`config.mk`:
```
export PLATFORM = sky130hd
export DESIGN_NAME = mcio_port
export DESIGN_NICKNAME = d
export VERILOG_FILES = /design/src/hdl/mcio_pkg.sv /design/src/hdl/mcio_port.sv
export SDC_FILE = /design/constraint.sdc
export NUM_CORES = 1
export LEC_CHECK = 0
export ABC_AREA = 1
export BUFFER_PORTS_ARGS = -buffer_cell sky130_fd_sc_hd__buf_2
export CAP_MARGIN = 20
export CORE_UTILIZATION = 66
export DETAILED_ROUTE_END_ITERATION = 10
export PLACE_DENSITY = 0.95
export SETUP_SLACK_MARGIN = 0.05
export SYNTH_ARGS = -nofsm -noshare
export SYNTH_HDL_FRONTEND = slang
export SYNTH_SLANG_ARGS = --single-unit
export TNS_END_PERCENT = 100
```
`constraint.sdc`:
```
create_clock -name core_clk -period 11.4 [get_ports core_clk]
set_input_delay 2.28 -clock core_clk [delete_from_list [all_inputs] [get_ports core_clk]]
set_output_delay 2.28 -clock core_clk [all_outputs]
set_load 0.01 [all_outputs]
```
`src/hdl/mcio_pkg.sv`:
```
package mcio_pkg;
    localparam int unsigned CLK_HZ          = 25_000_000;
    localparam int unsigned CYC_PER_MS      = CLK_HZ / 1000;
    localparam int unsigned PANEL_SETTLE_MS = 70;
    localparam int unsigned PANEL_SETTLE_CYC = PANEL_SETTLE_MS * CYC_PER_MS;
    localparam int unsigned SELF_CAL_MS     = 55;
    localparam int unsigned SELF_CAL_CYC    = SELF_CAL_MS * CYC_PER_MS;
    localparam logic [6:0]  PANEL_ZERO      = 7'h00;
    localparam logic [6:0]  PANEL_ONES      = 7'h7F;
    localparam logic [31:0] CNT_ZERO        = 32'h0000_0000;

    // Register word offsets
    localparam logic [3:0] OFS_CTRL   = 4'h0;
    localparam logic [3:0] OFS_JUDGE  = 4'h1;
    localparam logic [3:0] OFS_STATUS = 4'h2;
    localparam logic [3:0] OFS_EVENT  = 4'h3;
    // CTRL fields
    localparam int CTRL_EXT_TRIG  = 0;
    localparam int CTRL_CAL_MAN   = 1;
    localparam int CTRL_RATE_LO   = 2;
    localparam int CTRL_CMP_MAN   = 4;
    localparam int CTRL_MODE_LO   = 5;
    localparam int CTRL_ERR_SYNC  = 7;
    localparam int CTRL_EOM_PULSE = 8;
    localparam int CTRL_PW_LO     = 16;
    localparam logic [31:0] CTRL_RESET = 32'h0001_0000;
    // STATUS fields
    localparam int ST_MEAS_REQ  = 0;
    localparam int ST_ACCUM     = 1;
    localparam int ST_ZERO      = 2;
    localparam int ST_PRINT     = 3;
    localparam int ST_LOAD      = 4;
    localparam int ST_PANEL_LO  = 8;

    typedef enum logic [1:0] {
        RATE_FASTEST = 2'b00,
        RATE_FAST    = 2'b01,
        RATE_MEDIUM  = 2'b10,
        RATE_SLOW    = 2'b11
    } mcio_rate_t;

    typedef enum logic [1:0] {
        QTY_DUAL = 2'b00,
        QTY_RES  = 2'b01,
        QTY_VOLT = 2'b10
    } mcio_qty_t;

    typedef enum logic [2:0] {
        ST_IDLE   = 3'b000,
        ST_SETTLE = 3'b001,
        ST_MEAS   = 3'b010,
        ST_CALC   = 3'b011,
        ST_CAL    = 3'b100
    } mcio_state_t;
endpackage

```
`src/hdl/mcio_port.sv`:
```
`timescale 1ns/1ns
module mcio_port #(
    parameter int unsigned SETTLE_CYC = mcio_pkg::PANEL_SETTLE_CYC,
    parameter int unsigned CAL_CYC    = mcio_pkg::SELF_CAL_CYC,
    parameter int unsigned MS_CYC     = mcio_pkg::CYC_PER_MS
) (
    input  wire logic        core_clk,
    input  wire logic        rst_b,
    // Avalon-MM slave
    input  wire logic [3:0]  avs_address,
    input  wire logic        avs_read,
    input  wire logic        avs_write,
    input  wire logic [31:0] avs_writedata,
    input  wire logic [3:0]  avs_byteenable,
    output logic [31:0]      avs_readdata,
    output logic             avs_waitrequest,
    // Controller inputs, active low
    input  wire logic        trig_n,
    input  wire logic [6:0]  panel_sel_n,
    input  wire logic        cal_req_n,
    input  wire logic        zero_req_n,
    input  wire logic        print_req_n,
    input  wire logic        judge_gate_n,
    // Measurement core side
    input  wire logic        meas_end,
    input  wire logic        meas_fault,
    input  wire logic        probe_fault,
    input  wire logic [2:0]  res_judge,
    input  wire logic [2:0]  volt_judge,
    output logic             meas_start,
    output logic             panel_load,
    output logic [6:0]       panel_num,
    output logic             cal_start,
    output logic             zero_start,
    output logic             print_start,
    output logic             accum_start,
    output logic             judge_en,
    // Controller outputs, active low
    output logic             meas_done_n,
    output logic             index_n,
    output logic             fault_n,
    output logic             res_above_n,
    output logic             res_within_n,
    output logic             res_below_n,
    output logic             volt_above_n,
    output logic             volt_within_n,
    output logic             volt_below_n,
    output logic             pass_n,
    output logic             fail_n
);
    // ****************************************
    // State
    // ****************************************
    localparam int NIN = 12;

    typedef struct packed {
        logic [NIN-1:0]       s1;
        logic [NIN-1:0]       s2;
        logic [NIN-1:0]       s3;
        logic [NIN-1:0]       lvl;
        logic [31:0]          ctrl;
        logic [6:0]           lastPanel;
        logic [31:0]          cnt;
        logic [31:0]          pulseCnt;
        mcio_pkg::mcio_state_t st;
        logic                 doneN;
        logic                 faultSyncN;
        logic [5:0]           judgeN;
        logic [5:0]           events;
        logic                 ack;
        logic [31:0]          rdata;
        logic                 measStart;
        logic                 panelLoad;
        logic                 calStart;
        logic                 zeroStart;
        logic                 printStart;
        logic                 accumStart;
        logic                 armed;
    } mcio_state_s_t;

    mcio_state_s_t q_reg;
    mcio_state_s_t q_next;

    logic [NIN-1:0] rawIn;
    logic [NIN-1:0] agree;
    logic [NIN-1:0] fall;
    logic [6:0]     panelNow;
    logic           extTrig;
    logic           calMan;
    mcio_pkg::mcio_rate_t rate;
    mcio_pkg::mcio_qty_t  qty;
    logic           cmpMan;
    logic           errSync;
    logic           eomPulse;
    logic [15:0]    pulseMs;
    logic           bothIn;
    logic           passN;
    logic           trigFall;
    logic           strobeMeas;
    logic           busSel;

    assign rawIn = {judge_gate_n, print_req_n, zero_req_n, cal_req_n,
                    panel_sel_n, trig_n};

    // ****************************************
    // Synchroniser edge detect
    // ****************************************
    genvar gi;
    generate
        for (gi = 0; gi < NIN; gi++) begin : g_in
            // Change accepted once stages two and three agree
            assign agree[gi] = (q_reg.s2[gi] == q_reg.s3[gi]);
            assign fall[gi]  = agree[gi] && q_reg.lvl[gi]
                               && !q_reg.s2[gi];
        end
    endgenerate

    assign extTrig  = q_reg.ctrl[mcio_pkg::CTRL_EXT_TRIG];
    assign calMan   = q_reg.ctrl[mcio_pkg::CTRL_CAL_MAN];
    assign rate     = mcio_pkg::mcio_rate_t'(
                      q_reg.ctrl[mcio_pkg::CTRL_RATE_LO +: 2]);
    assign cmpMan   = q_reg.ctrl[mcio_pkg::CTRL_CMP_MAN];
    assign qty      = mcio_pkg::mcio_qty_t'(
                      q_reg.ctrl[mcio_pkg::CTRL_MODE_LO +: 2]);
    assign errSync  = q_reg.ctrl[mcio_pkg::CTRL_ERR_SYNC];
    assign eomPulse = q_reg.ctrl[mcio_pkg::CTRL_EOM_PULSE];
    assign pulseMs  = q_reg.ctrl[mcio_pkg::CTRL_PW_LO +: 16];
    // Panel number is active low on the pins
    assign panelNow = ~q_reg.lvl[7:1];
    assign trigFall = fall[0];
    assign busSel   = avs_read || avs_write;

    // ****************************************
    // Next state
    // ****************************************
    always_comb begin
        q_next = q_reg;
        q_next.s1 = rawIn;
        q_next.s2 = q_reg.s1;
        q_next.s3 = q_reg.s2;
        for (int i = 0; i < NIN; i++) begin
            if (agree[i]) begin
                q_next.lvl[i] = q_reg.s2[i];
            end
        end
        q_next.measStart  = 1'b0;
        q_next.panelLoad  = 1'b0;
        q_next.calStart   = 1'b0;
        q_next.zeroStart  = 1'b0;
        q_next.printStart = 1'b0;
        q_next.accumStart = 1'b0;
        q_next.ack        = 1'b0;
        strobeMeas        = 1'b0;

        if (trigFall) begin
            q_next.accumStart = 1'b1;
            if (extTrig && q_reg.st == mcio_pkg::ST_IDLE) begin
                q_next.lastPanel = panelNow;
                if (panelNow != q_reg.lastPanel
                    && panelNow != mcio_pkg::PANEL_ZERO
                    && panelNow != mcio_pkg::PANEL_ONES) begin
                    q_next.panelLoad = 1'b1;
                    q_next.cnt       = mcio_pkg::CNT_ZERO;
                    q_next.st        = mcio_pkg::ST_SETTLE;
                end else begin
                    strobeMeas = 1'b1;
                end
            end
            // Hold mode releases done at the next strobe
            q_next.doneN = 1'b1;
        end
        if (fall[9]) begin
            q_next.zeroStart = 1'b1;
        end
        if (fall[10]) begin
            q_next.printStart = 1'b1;
        end

        case (q_reg.st)
            mcio_pkg::ST_IDLE: begin
                if (strobeMeas) begin
                    q_next.measStart = 1'b1;
                    q_next.st        = mcio_pkg::ST_MEAS;
                end else if (fall[8] && calMan
                             && rate != mcio_pkg::RATE_SLOW) begin
                    q_next.calStart = 1'b1;
                    q_next.cnt      = mcio_pkg::CNT_ZERO;
                    q_next.st       = mcio_pkg::ST_CAL;
                end
            end
            mcio_pkg::ST_SETTLE: begin
                q_next.cnt = q_reg.cnt + 32'h1;
                if (q_reg.cnt >= 32'(SETTLE_CYC - 1)) begin
                    q_next.measStart = 1'b1;
                    q_next.st        = mcio_pkg::ST_MEAS;
                end
            end
            mcio_pkg::ST_MEAS: begin
                if (meas_end) begin
                    q_next.st = mcio_pkg::ST_CALC;
                end
            end
            mcio_pkg::ST_CALC: begin
                q_next.doneN      = 1'b0;
                q_next.faultSyncN = ~meas_fault;
                if (!cmpMan || !q_reg.lvl[11]) begin
                    q_next.judgeN = ~{volt_judge, res_judge};
                end
                q_next.pulseCnt = mcio_pkg::CNT_ZERO;
                q_next.st       = mcio_pkg::ST_IDLE;
            end
            mcio_pkg::ST_CAL: begin
                q_next.cnt = q_reg.cnt + 32'h1;
                if (q_reg.cnt >= 32'(CAL_CYC - 1)) begin
                    q_next.st = mcio_pkg::ST_IDLE;
                end
            end
            default: begin
                q_next.st = mcio_pkg::ST_IDLE;
            end
        endcase

        q_next.armed = q_reg.armed | (q_next.st != mcio_pkg::ST_IDLE);

        // Pulse mode: done ends after set width in ms
        if (eomPulse && !q_reg.doneN) begin
            q_next.pulseCnt = q_reg.pulseCnt + 32'h1;
            if (q_reg.pulseCnt >= 32'(pulseMs) * 32'(MS_CYC) - 32'h1) begin
                q_next.doneN = 1'b1;
            end
        end

        q_next.events = {q_reg.events[5] | (q_reg.st == mcio_pkg::ST_CALC),
                         q_reg.events[4] | q_reg.panelLoad,
                         q_reg.events[3] | q_reg.printStart,
                         q_reg.events[2] | q_reg.zeroStart,
                         q_reg.events[1] | q_reg.accumStart,
                         q_reg.events[0] | q_reg.measStart};

        // Single-cycle wait, answer on the next edge
        if (busSel) begin
            q_next.ack   = !q_reg.ack;
            q_next.rdata = 32'h0000_0000;
            case (avs_address)
                mcio_pkg::OFS_CTRL: begin
                    q_next.rdata = q_reg.ctrl;
                    if (avs_write && q_reg.ack) begin
                        for (int b = 0; b < 4; b++) begin
                            if (avs_byteenable[b]) begin
                                q_next.ctrl[b*8 +: 8] = avs_writedata[b*8 +: 8];
                            end
                        end
                    end
                end
                mcio_pkg::OFS_JUDGE: begin
                    q_next.rdata = {24'h000000, ~pass_n, ~fault_n,
                                    ~q_reg.judgeN};
                end
                mcio_pkg::OFS_STATUS: begin
                    q_next.rdata = {17'h00000, panelNow, 5'h00,
                                    q_reg.st};
                    q_next.rdata[mcio_pkg::ST_PANEL_LO +: 7] = q_reg.lastPanel;
                end
                mcio_pkg::OFS_EVENT: begin
                    q_next.rdata = {26'h0000000, q_reg.events};
                    if (avs_write && q_reg.ack) begin
                        // Set wins over clear: new events ORed back in
                        q_next.events = q_next.events
                                      & ~avs_writedata[5:0]
                                      | {q_reg.st == mcio_pkg::ST_CALC,
                                         q_reg.panelLoad, q_reg.printStart,
                                         q_reg.zeroStart, q_reg.accumStart,
                                         q_reg.measStart};
                    end
                end
                default: begin
                    q_next.rdata = 32'h0000_0000;
                end
            endcase
        end
    end

    // ****************************************
    // Registers
    // ****************************************
    always_ff @(posedge core_clk) begin
        if (!rst_b) begin
            q_reg            <= '0;
            q_reg.s1         <= '1;
            q_reg.s2         <= '1;
            q_reg.s3         <= '1;
            q_reg.lvl        <= '1;
            q_reg.ctrl       <= mcio_pkg::CTRL_RESET;
            q_reg.st         <= mcio_pkg::ST_IDLE;
            q_reg.doneN      <= 1'b1;
            q_reg.faultSyncN <= 1'b1;
            q_reg.judgeN     <= 6'h3F;
        end else begin
            q_reg <= q_next;
        end
    end

    // ****************************************
    // Outputs
    // ****************************************
    assign bothIn = !q_reg.judgeN[1] && !q_reg.judgeN[4];
    always_comb begin
        case (qty)
            mcio_pkg::QTY_RES:  passN = q_reg.judgeN[1];
            mcio_pkg::QTY_VOLT: passN = q_reg.judgeN[4];
            default:            passN = !bothIn;
        endcase
    end

    assign avs_waitrequest = busSel && !q_reg.ack;
    assign avs_readdata    = q_reg.rdata;
    assign meas_start      = q_reg.measStart;
    assign panel_load      = q_reg.panelLoad;
    assign panel_num       = q_reg.lastPanel;
    assign cal_start       = q_reg.calStart;
    assign zero_start      = q_reg.zeroStart;
    assign print_start     = q_reg.printStart;
    assign accum_start     = q_reg.accumStart;
    assign judge_en        = !cmpMan || !q_reg.lvl[11];
    assign meas_done_n     = q_reg.doneN;
    assign index_n         = (q_reg.st == mcio_pkg::ST_MEAS)
                             || !q_reg.armed;
    assign fault_n         = errSync ? q_reg.faultSyncN
                                     : !probe_fault;
    assign res_above_n     = q_reg.judgeN[2];
    assign res_within_n    = q_reg.judgeN[1];
    assign res_below_n     = q_reg.judgeN[0];
    assign volt_above_n    = q_reg.judgeN[5];
    assign volt_within_n   = q_reg.judgeN[4];
    assign volt_below_n    = q_reg.judgeN[3];
    assign pass_n          = passN;
    assign fail_n          = !passN;
endmodule // mcio_port

```
==> impl_summary.md, run 1 <==
Setup path
Among the stages of the critical path, the cell type that occurs most often is nand2_1. The delay of the slowest cell on the worst path is 0.54 ns. The critical path data arrival time is 6.56 ns. The type of element launching the critical path is a flop. For this design, the slowest cell found on the critical path is fa_1.

The setup slack of the worst register-to-register path is 5.29 ns. The worst setup path is captured at a flop. The maximum fanout along the worst path is 8. Data on the critical path is required at its endpoint by 11.85 ns. The worst setup path is of the flop to flop kind.

Detailed routing
Wires add up to 40.45 mm. After detailed routing, the average wire length per cell comes to 16.31 um. The overall via count from detail_route is 14470. The detailed-route DRC error count is 0. The iteration count of the initial detailed-routing pass is 6. The initial DRC count is 1363. The number of vias per cell is 5.833. The detail route stage leaves a number of antenna-violating nets equal to 0.

Synth
Counting flops with an async set or reset pin after synthesis yields a share of 0%. The count of flip-flops with a built-in enable after synthesis is 0. The count of distinct cell types in the synthesized netlist is 51. The average size of a mapped cell is 6.908 um^2. The synthesis-stage register bit count is 208. The largest total area in the synthesized netlist belongs to dfxtp_1.

In the post-synthesis netlist, the biggest area contributors are dfxtp_1 (28%), nand2_1 (13%), ha_1 (12%), inv_1 (8.6%), a21oi_1 (5.4%). After synthesis the cells add up to 0.01465 mm^2. For this run, the leading register cell type out of synthesis is dfxtp_1. The warning count from the yosys run is 0. Synthesis produced a netlist whose cell count is 2121. Synthesis produced a netlist with a net count of 2365. The share of synthesized area in the top cell type comes to 28.42%. After synthesis, flip-flops and latches occupy 28.42% of the total area.

STA
The number of failing hold endpoints at the final stage came to 0. Setup repair after global routing left no endpoint under its margin. The number of setup violations in the final report is 0.

The sum of negative setup slack is 0 ns. The headroom to the max-slew limit is 24.53%. The fraction of the cycle the final worst path needs is 53.58%.

The slew of the pin with the lowest slew margin is 1.128 ns. The post-layout minimum cycle time is 6.109 ns. Derived from the worst setup path, the maximum achievable clock frequency is 163.7 MHz. The final count of pins violating max slew was 0. On the final layout, the worst clock skew is 0.02295 ns.

Placement
The number of placed instances, taps included, is 2442. After legalization and detailed placement, the total HPWL measured 29.54 mm. The quantity of I/O buffers inserted on ports is 122. The weighted congestion at the end of routability-driven global placement is 0.9107.

Global routing
The first global-routing pass estimated 64.66 mm of wire. The via count of the first global-routing pass came to 13660. Across every metal layer, demand over resource in global routing totals 35.13%. The maximum number of pins on one net before global-route repair is 104.

The number of antenna violations at the first check in global routing is 0. The total grt overflow is 0.

Die
The die covers 0.02280 mm^2. The initial core utilization is 67.14%. In this run the horizontal extent of the chip is 151 um. The standard cell core area is 0.02182 mm^2. The count of standard-cell rows is 54.

Measured along the y axis, the die boundary spans 151 um. Pin placement for this block handled 123 I/O pins.

Finish
The repair_antennas step left the layout with diodes totalling 0. The library cell used most frequently in the layout, excluding fill and tap cells, is nand2_1. The final layout net count is 2429. The non-filler instance count after layout is 2480. After filler insertion, the fill cell instance count of the layout stands at 1494.

The register with the most flip-flops in the layout has 111 of them. The fraction of layout cells with a size suffix above 1 is 11.23%. The area growth from synthesis to final layout is 8.317%. The top cell types in the final layout, fill and taps aside, are nand2_1 (501), inv_1 (333), dfxtp_1 (208).

Worst hold path
The kind of path behind the tightest hold check is flop to flop.

Clocking
The number of resized instances in the post-cts repair step is 0. For this design, the sink count on the clock tree is 208. The clock tree from TritonCTS is done. The tree is rooted in a clkbuf_16. The post-cts hold buffer count is 0. The clock-pin slew on the worst setup and hold paths is 0.07 ns. The buffer depth of the longest clock path is 3.

The number of setup buffers added after CTS is 0. The number of buffers created by CTS is 21. At the later pin of the worst-skew pair, clock insertion delay measures 0.51 ns. The depth of the CTS H-tree is 1.

Power and ir drop
In this run the static leakage power is 7.780 nW. Power spread over the standard cell area amounts to 95.52 mW/mm^2. Across the VDD grid, the largest voltage drop is 0.09142 mV.

Job
The max-capacitance violation count is 0.

Run status
The flow ran to the end, and the final reports show no timing, DRC or antenna violations.
area by class of cell:
cell class / count / area, um^2 / area share [%]
Multi-Input combinational cell: 1486 / 8733 / 55.03
Inverter: 341 / 1280 / 8.065
Timing Repair Buffer: 127 / 648.1 / 4.084
Tap cell: 280 / 350.3 / 2.207
Clock buffer: 29 / 615.6 / 3.879
Sequential cell: 208 / 4164 / 26.24
Clock inverter: 9 / 80.08 / 0.5045
final timing paths:
path                                              start                      to  cells after the start
worst max-delay path            pulseMs[2]$_SDFFE_PN0P_  meas_done_n$_SDFF_PN1_                     33
worst min-delay path             q_next[195]$_SDFF_PN1_  q_next[183]$_SDFF_PN1_                      1
worst max register to register  pulseMs[2]$_SDFFE_PN0P_  meas_done_n$_SDFF_PN1_                     33
worst min register to register   q_next[195]$_SDFF_PN1_  q_next[183]$_SDFF_PN1_                      1
through the flow:
| step | setup WS (ns) | hold WS (ns) | cell area (um^2) | power [mW] | util [%] |
|---|---|---|---|---|---|
| 4_1_cts | 5.349 | 0.4199 | 15870 | 1.511 | 72.73 |
| 6_report | 5.291 | 0.4220 | 15870 | 1.516 | 72.73 |
| 3_3_place_gp | 5.523 | 0.3967 | 15180 | 0.8297 | 69.54 |
| 3_5_place_dp | 5.368 | 0.4013 | 15180 | 0.8337 | 69.54 |
| 2_1_floorplan | 6.109 | 0.3925 | 14650 | 0.8070 | - |
| 5_1_grt | 4.739 | 0.4261 | 15870 | 1.553 | 72.73 |
power by group:
| part | internal (mW) | switching (mW) | leakage [nW] | total, mW |
|---|---|---|---|---|
| clock network | 0.402 | 0.293 | 0.347 | 0.695 |
| registers | 0.735 | 0.00493 | 1.69 | 0.740 |
| logic | 0.0292 | 0.0524 | 5.75 | 0.0815 |
| total | 1.17 | 0.350 | 7.78 | 1.52 |
cells by family after synthesis:
kind of cell             count (synthesis)  synth area share (%)
AO/OA/AOI/OAI                          340                 12.47
XOR/XNOR                                37                 2.212
adder cells (fa/ha/maj)                181                 17.37
buffers and inverters                  427                 12.01
flip-flops                             208                 28.42
AND/OR/NAND/NOR                        928                 27.52
synth_stat cells (2+ instances only):
library cell / n
a221oi_1: 2
nor2_1: 167
a21oi_1: 157
nor4_1: 7
nand3_1: 86
or2_2: 45
buf_1: 6
o22ai_1: 2
nor3_1: 37
inv_2: 6
a31oi_1: 2
nor2_2: 12
nand2_2: 6
nand3_2: 4
fa_1: 38
o21a_1: 2
clkbuf_1: 37
o211ai_1: 5
nand3b_1: 2
buf_2: 3
ha_1: 141
maj3_1: 2
a22o_1: 3
nand4_1: 51
o2111ai_1: 2
a31o_2: 3
nand2_1: 501
nor3b_1: 2
buf_4: 39
o21ai_1: 3
nor2_4: 5
xnor2_1: 8
o21bai_1: 5
o21ai_0: 137
o221ai_1: 5
dfxtp_1: 208
a211oi_1: 5
xor2_1: 29
inv_1: 334
worst max-delay path: cells and delay by family, from the launching register on:
| kind | cells | cell delay [ns] |
|---|---|---|
| adders and majority gates | 6 | 2.23 |
| and+or+nand+nor | 18 | 2.20 |
| xor gates and xnor gates | 2 | 0.61 |
| DFF | 1 | 0.50 |
| buffers and inverters | 6 | 0.33 |
| AOI/OAI and AO/OA | 1 | 0.19 |
metal layers:
| metal | track usage, % | share of wire [%] | up-vias |
|---|---|---|---|
| li1 | - | - | 6917 |
| met1 | 44.12 | 41 | 6650 |
| met3 | 5.060 | 8.2 | 129 |
| met4 | 14.80 | 3.4 | 0 |
| met5 | 0 | 0 | - |
| met2 | 60.02 | 47 | 769 |
No activity file was read; power rests on OpenSTA's default activity.
==> run 2: changes to the inputs <==
--- a/config.mk
+++ b/config.mk
@@ -8,9 +8,9 @@
 export ABC_AREA = 1
 export BUFFER_PORTS_ARGS = -buffer_cell sky130_fd_sc_hd__buf_2
 export CAP_MARGIN = 20
-export CORE_UTILIZATION = 66
+export CORE_UTILIZATION = 61
 export DETAILED_ROUTE_END_ITERATION = 10
-export PLACE_DENSITY = 0.95
+export PLACE_DENSITY = 0.89
 export SETUP_SLACK_MARGIN = 0.05
 export SYNTH_ARGS = -nofsm -noshare
 export SYNTH_HDL_FRONTEND = slang
==> constraint.sdc (replaced) <==
create_clock -name core_clk -period 6 [get_ports core_clk]
set_input_delay 1.2 -clock core_clk [delete_from_list [all_inputs] [get_ports core_clk]]
set_output_delay 1.2 -clock core_clk [all_outputs]
set_load 0.01 [all_outputs]
==> impl_summary.md, run 2 (synthesis results as in run 1) <==
Power and ir drop
The worst IR drop on VDD is 0.2182 mV (was 0.09142 mV). The total power draw is 2.993 mW (was 1.516 mW). The power per standard cell area is 183.5 mW/mm^2 (was 95.52 mW/mm^2). The leakage component of the power came to 7.867 nW (was 7.780 nW).

STA
The headroom to the max-slew limit is 35.04% (was 24.53%). The final critical-path setup slack is 0.2443 ns (was 5.291 ns). The fraction of the cycle the final worst path needs was 95.93% (was 53.58%). The fmax was 173.7 MHz (was 163.7 MHz). The number of setup violations in the final report was 0 (unchanged). The final count of pins violating max slew is 0 (unchanged). The number of failing hold endpoints at the final stage was 0 (unchanged). The sum of negative setup slack came to 0 ns (unchanged). The final-layout worst hold slack is 0.4134 ns (was 0.4220 ns). The post-layout minimum cycle time is 5.756 ns (was 6.109 ns). The worst clock skew was 0.02387 ns (was 0.02295 ns). The slew of the pin with the lowest slew margin is 0.9655 ns (was 1.128 ns).

Setup path
The slowest library cell on the worst path is fa_1 (unchanged). The maximum fanout along the worst path was 6 (was 8). The type of element launching the critical path is a flop (unchanged). The critical path's most frequent cell is nand2_1 (unchanged).

The critical path data required time came to 6.42 ns (was 11.85 ns). The critical path data arrival time is 6.17 ns (was 6.56 ns). The capturing element type of the critical path is a flop (unchanged). The delay of the slowest cell on the worst path is 0.58 ns (was 0.54 ns). The class of the most critical setup path is flop to flop (unchanged).

Finish
Most used cells in the layout excluding fill and tap cells: nand2_1 (487), inv_1 (330), dfxtp_1 (194) (was nand2_1 (501), inv_1 (333), dfxtp_1 (208)). The number of flip-flops under the largest register name is 111 (unchanged). The final layout net count came to 2437 (was 2429). The final core utilization is 69.29% (was 72.73%). The most common cell after layout, fill and taps aside is nand2_1 (unchanged). The fraction of layout cells with a size suffix above 1 was 14.40% (was 11.23%).

The area growth from synthesis to final layout is 11.32% (was 8.317%). The fill cell instance count of the final layout is 1847 (was 1494). The finished layout cell area is 0.01631 mm^2 (was 0.01587 mm^2). The non-filler instance count after layout is 2529 (was 2480).

Clocking
The clock tree from TritonCTS was done (unchanged). The buffer depth of the longest clock path was 3 (unchanged). The post-cts hold buffer count is 0 (unchanged).

The root cell of the clock tree was clkbuf_16 (unchanged). The number of buffers created by CTS was 22 (was 21). The clock-pin slew on the worst setup and hold paths is 0.07 ns (about the same). The clock insertion delay at the later pin of the skew report is 0.53 ns (was 0.51 ns). The depth of the CTS H-tree is 1 (unchanged). The TritonCTS sink count is 208 (unchanged).

Die
The standard cell core area is 0.02354 mm^2 (was 0.02182 mm^2). The total die area is 0.02464 mm^2 (was 0.02280 mm^2). The die extent in x is 157.0 um (was 151 um). The count of standard-cell rows is 56 (was 54). The vertical die dimension is 157.0 um (was 151 um). The initial core utilization was 62.24% (was 67.14%). The number of top-level pins was 123 (unchanged).

Detailed routing
The total wire length after detailed routing was 39.55 mm (was 40.45 mm). The initial DRC count is 1539 (was 1363). The average wire length per cell after detail routing is 15.64 um (was 16.31 um). The detailed-route DRC error count came to 0 (unchanged).

The iteration count of the initial detailed-routing pass is 6 (unchanged). The overall via count from detail_route came to 14320 (was 14470). The post-route antenna net violation count came to 0 (unchanged). The number of vias per cell was 5.661 (was 5.833).

Placement
The quantity of I/O buffers inserted on ports is 122 (unchanged). The weighted congestion at the end of routability-driven global placement is 0.9733 (was 0.9107). The post-placement setup slack is 0.07944 ns (was 5.368 ns). The post-placement cell area is 0.01525 mm^2 (was 0.01518 mm^2). The placed wire-length estimate after detailed placement is 28.97 mm (was 29.54 mm). The post-placement cell count was 2484 (was 2442).

Worst hold path
The kind of path behind the tightest hold check was flop to flop (unchanged).

Run status
Status: complete, no violations (unchanged).

Global routing
The all-layer global routing usage is 31.06% (was 35.13%). The maximum number of pins on one net before global-route repair is 104 (unchanged). The via count of the first global-routing pass came to 13330 (was 13660). The number of antenna violations at the first check in global routing is 0 (unchanged). The wire length of the first global-routing pass came to 62.38 mm (was 64.66 mm).

The total grt overflow is 0 (unchanged).

Job
The max-capacitance violation count came to 0 (unchanged).
## run 2: timing repair
action                     4_1_cts  5_1_grt
gates resized for setup          0       75
setup endpoints to repair        0        1
setup buffers                    0        4
## run 2: critical path, delay by kind of cell (launching register included)
kind	cells	cell delay (ns)
and+or+nand+nor	15	1.63
AOI/OAI and AO/OA	3	0.47
DFF	1	0.37
adders and majority gates	7	2.83
buffers and inverters	5	0.37
## run 2: metal layers
metal,GRT usage (%),vias up,routed length (um)
li1,-,6938,-
met1,40.11,6621,16800
met2,53.63,646,18380
met3,4.295,112,3187
met4,9.244,0,1189
met5,0,-,0
## run 2: layout make-up
cell class                      count  area [um^2]  area share (%)
Multi-Input combinational cell   1486         8972           55.00
Sequential cell                   208         4189           25.68
Inverter                          341         1280           7.847
Timing Repair Buffer              134        700.7           4.295
Clock buffer                       26        585.6           3.590
Tap cell                          319        399.1           2.447
Clock inverter                     14        182.7           1.120
Antenna cell                        1        2.502         0.01534
## run 2: path summary, 6_finish.rpt
path	endpoint	slack, ns	cells after the start	startpoint
worst min-delay path	q_next[178]$_SDFF_PN1_	0.41	1	q_next[190]$_SDFF_PN1_
worst min register to register	q_next[178]$_SDFF_PN1_	0.41	1	q_next[190]$_SDFF_PN1_
worst max register to register	meas_done_n$_SDFF_PN1_	0.24	30	pulseMs[9]$_SDFFE_PN0P_
worst max-delay path	meas_done_n$_SDFF_PN1_	0.24	30	pulseMs[9]$_SDFFE_PN0P_
## run 2: where the power goes
| part | internal [mW] | switching [mW] |
|---|---|---|
| sequential | 1.40 | 0.00915 |
| clock | 0.839 | 0.590 |
| combinational | 0.0594 | 0.0997 |
| total | 2.29 | 0.699 |
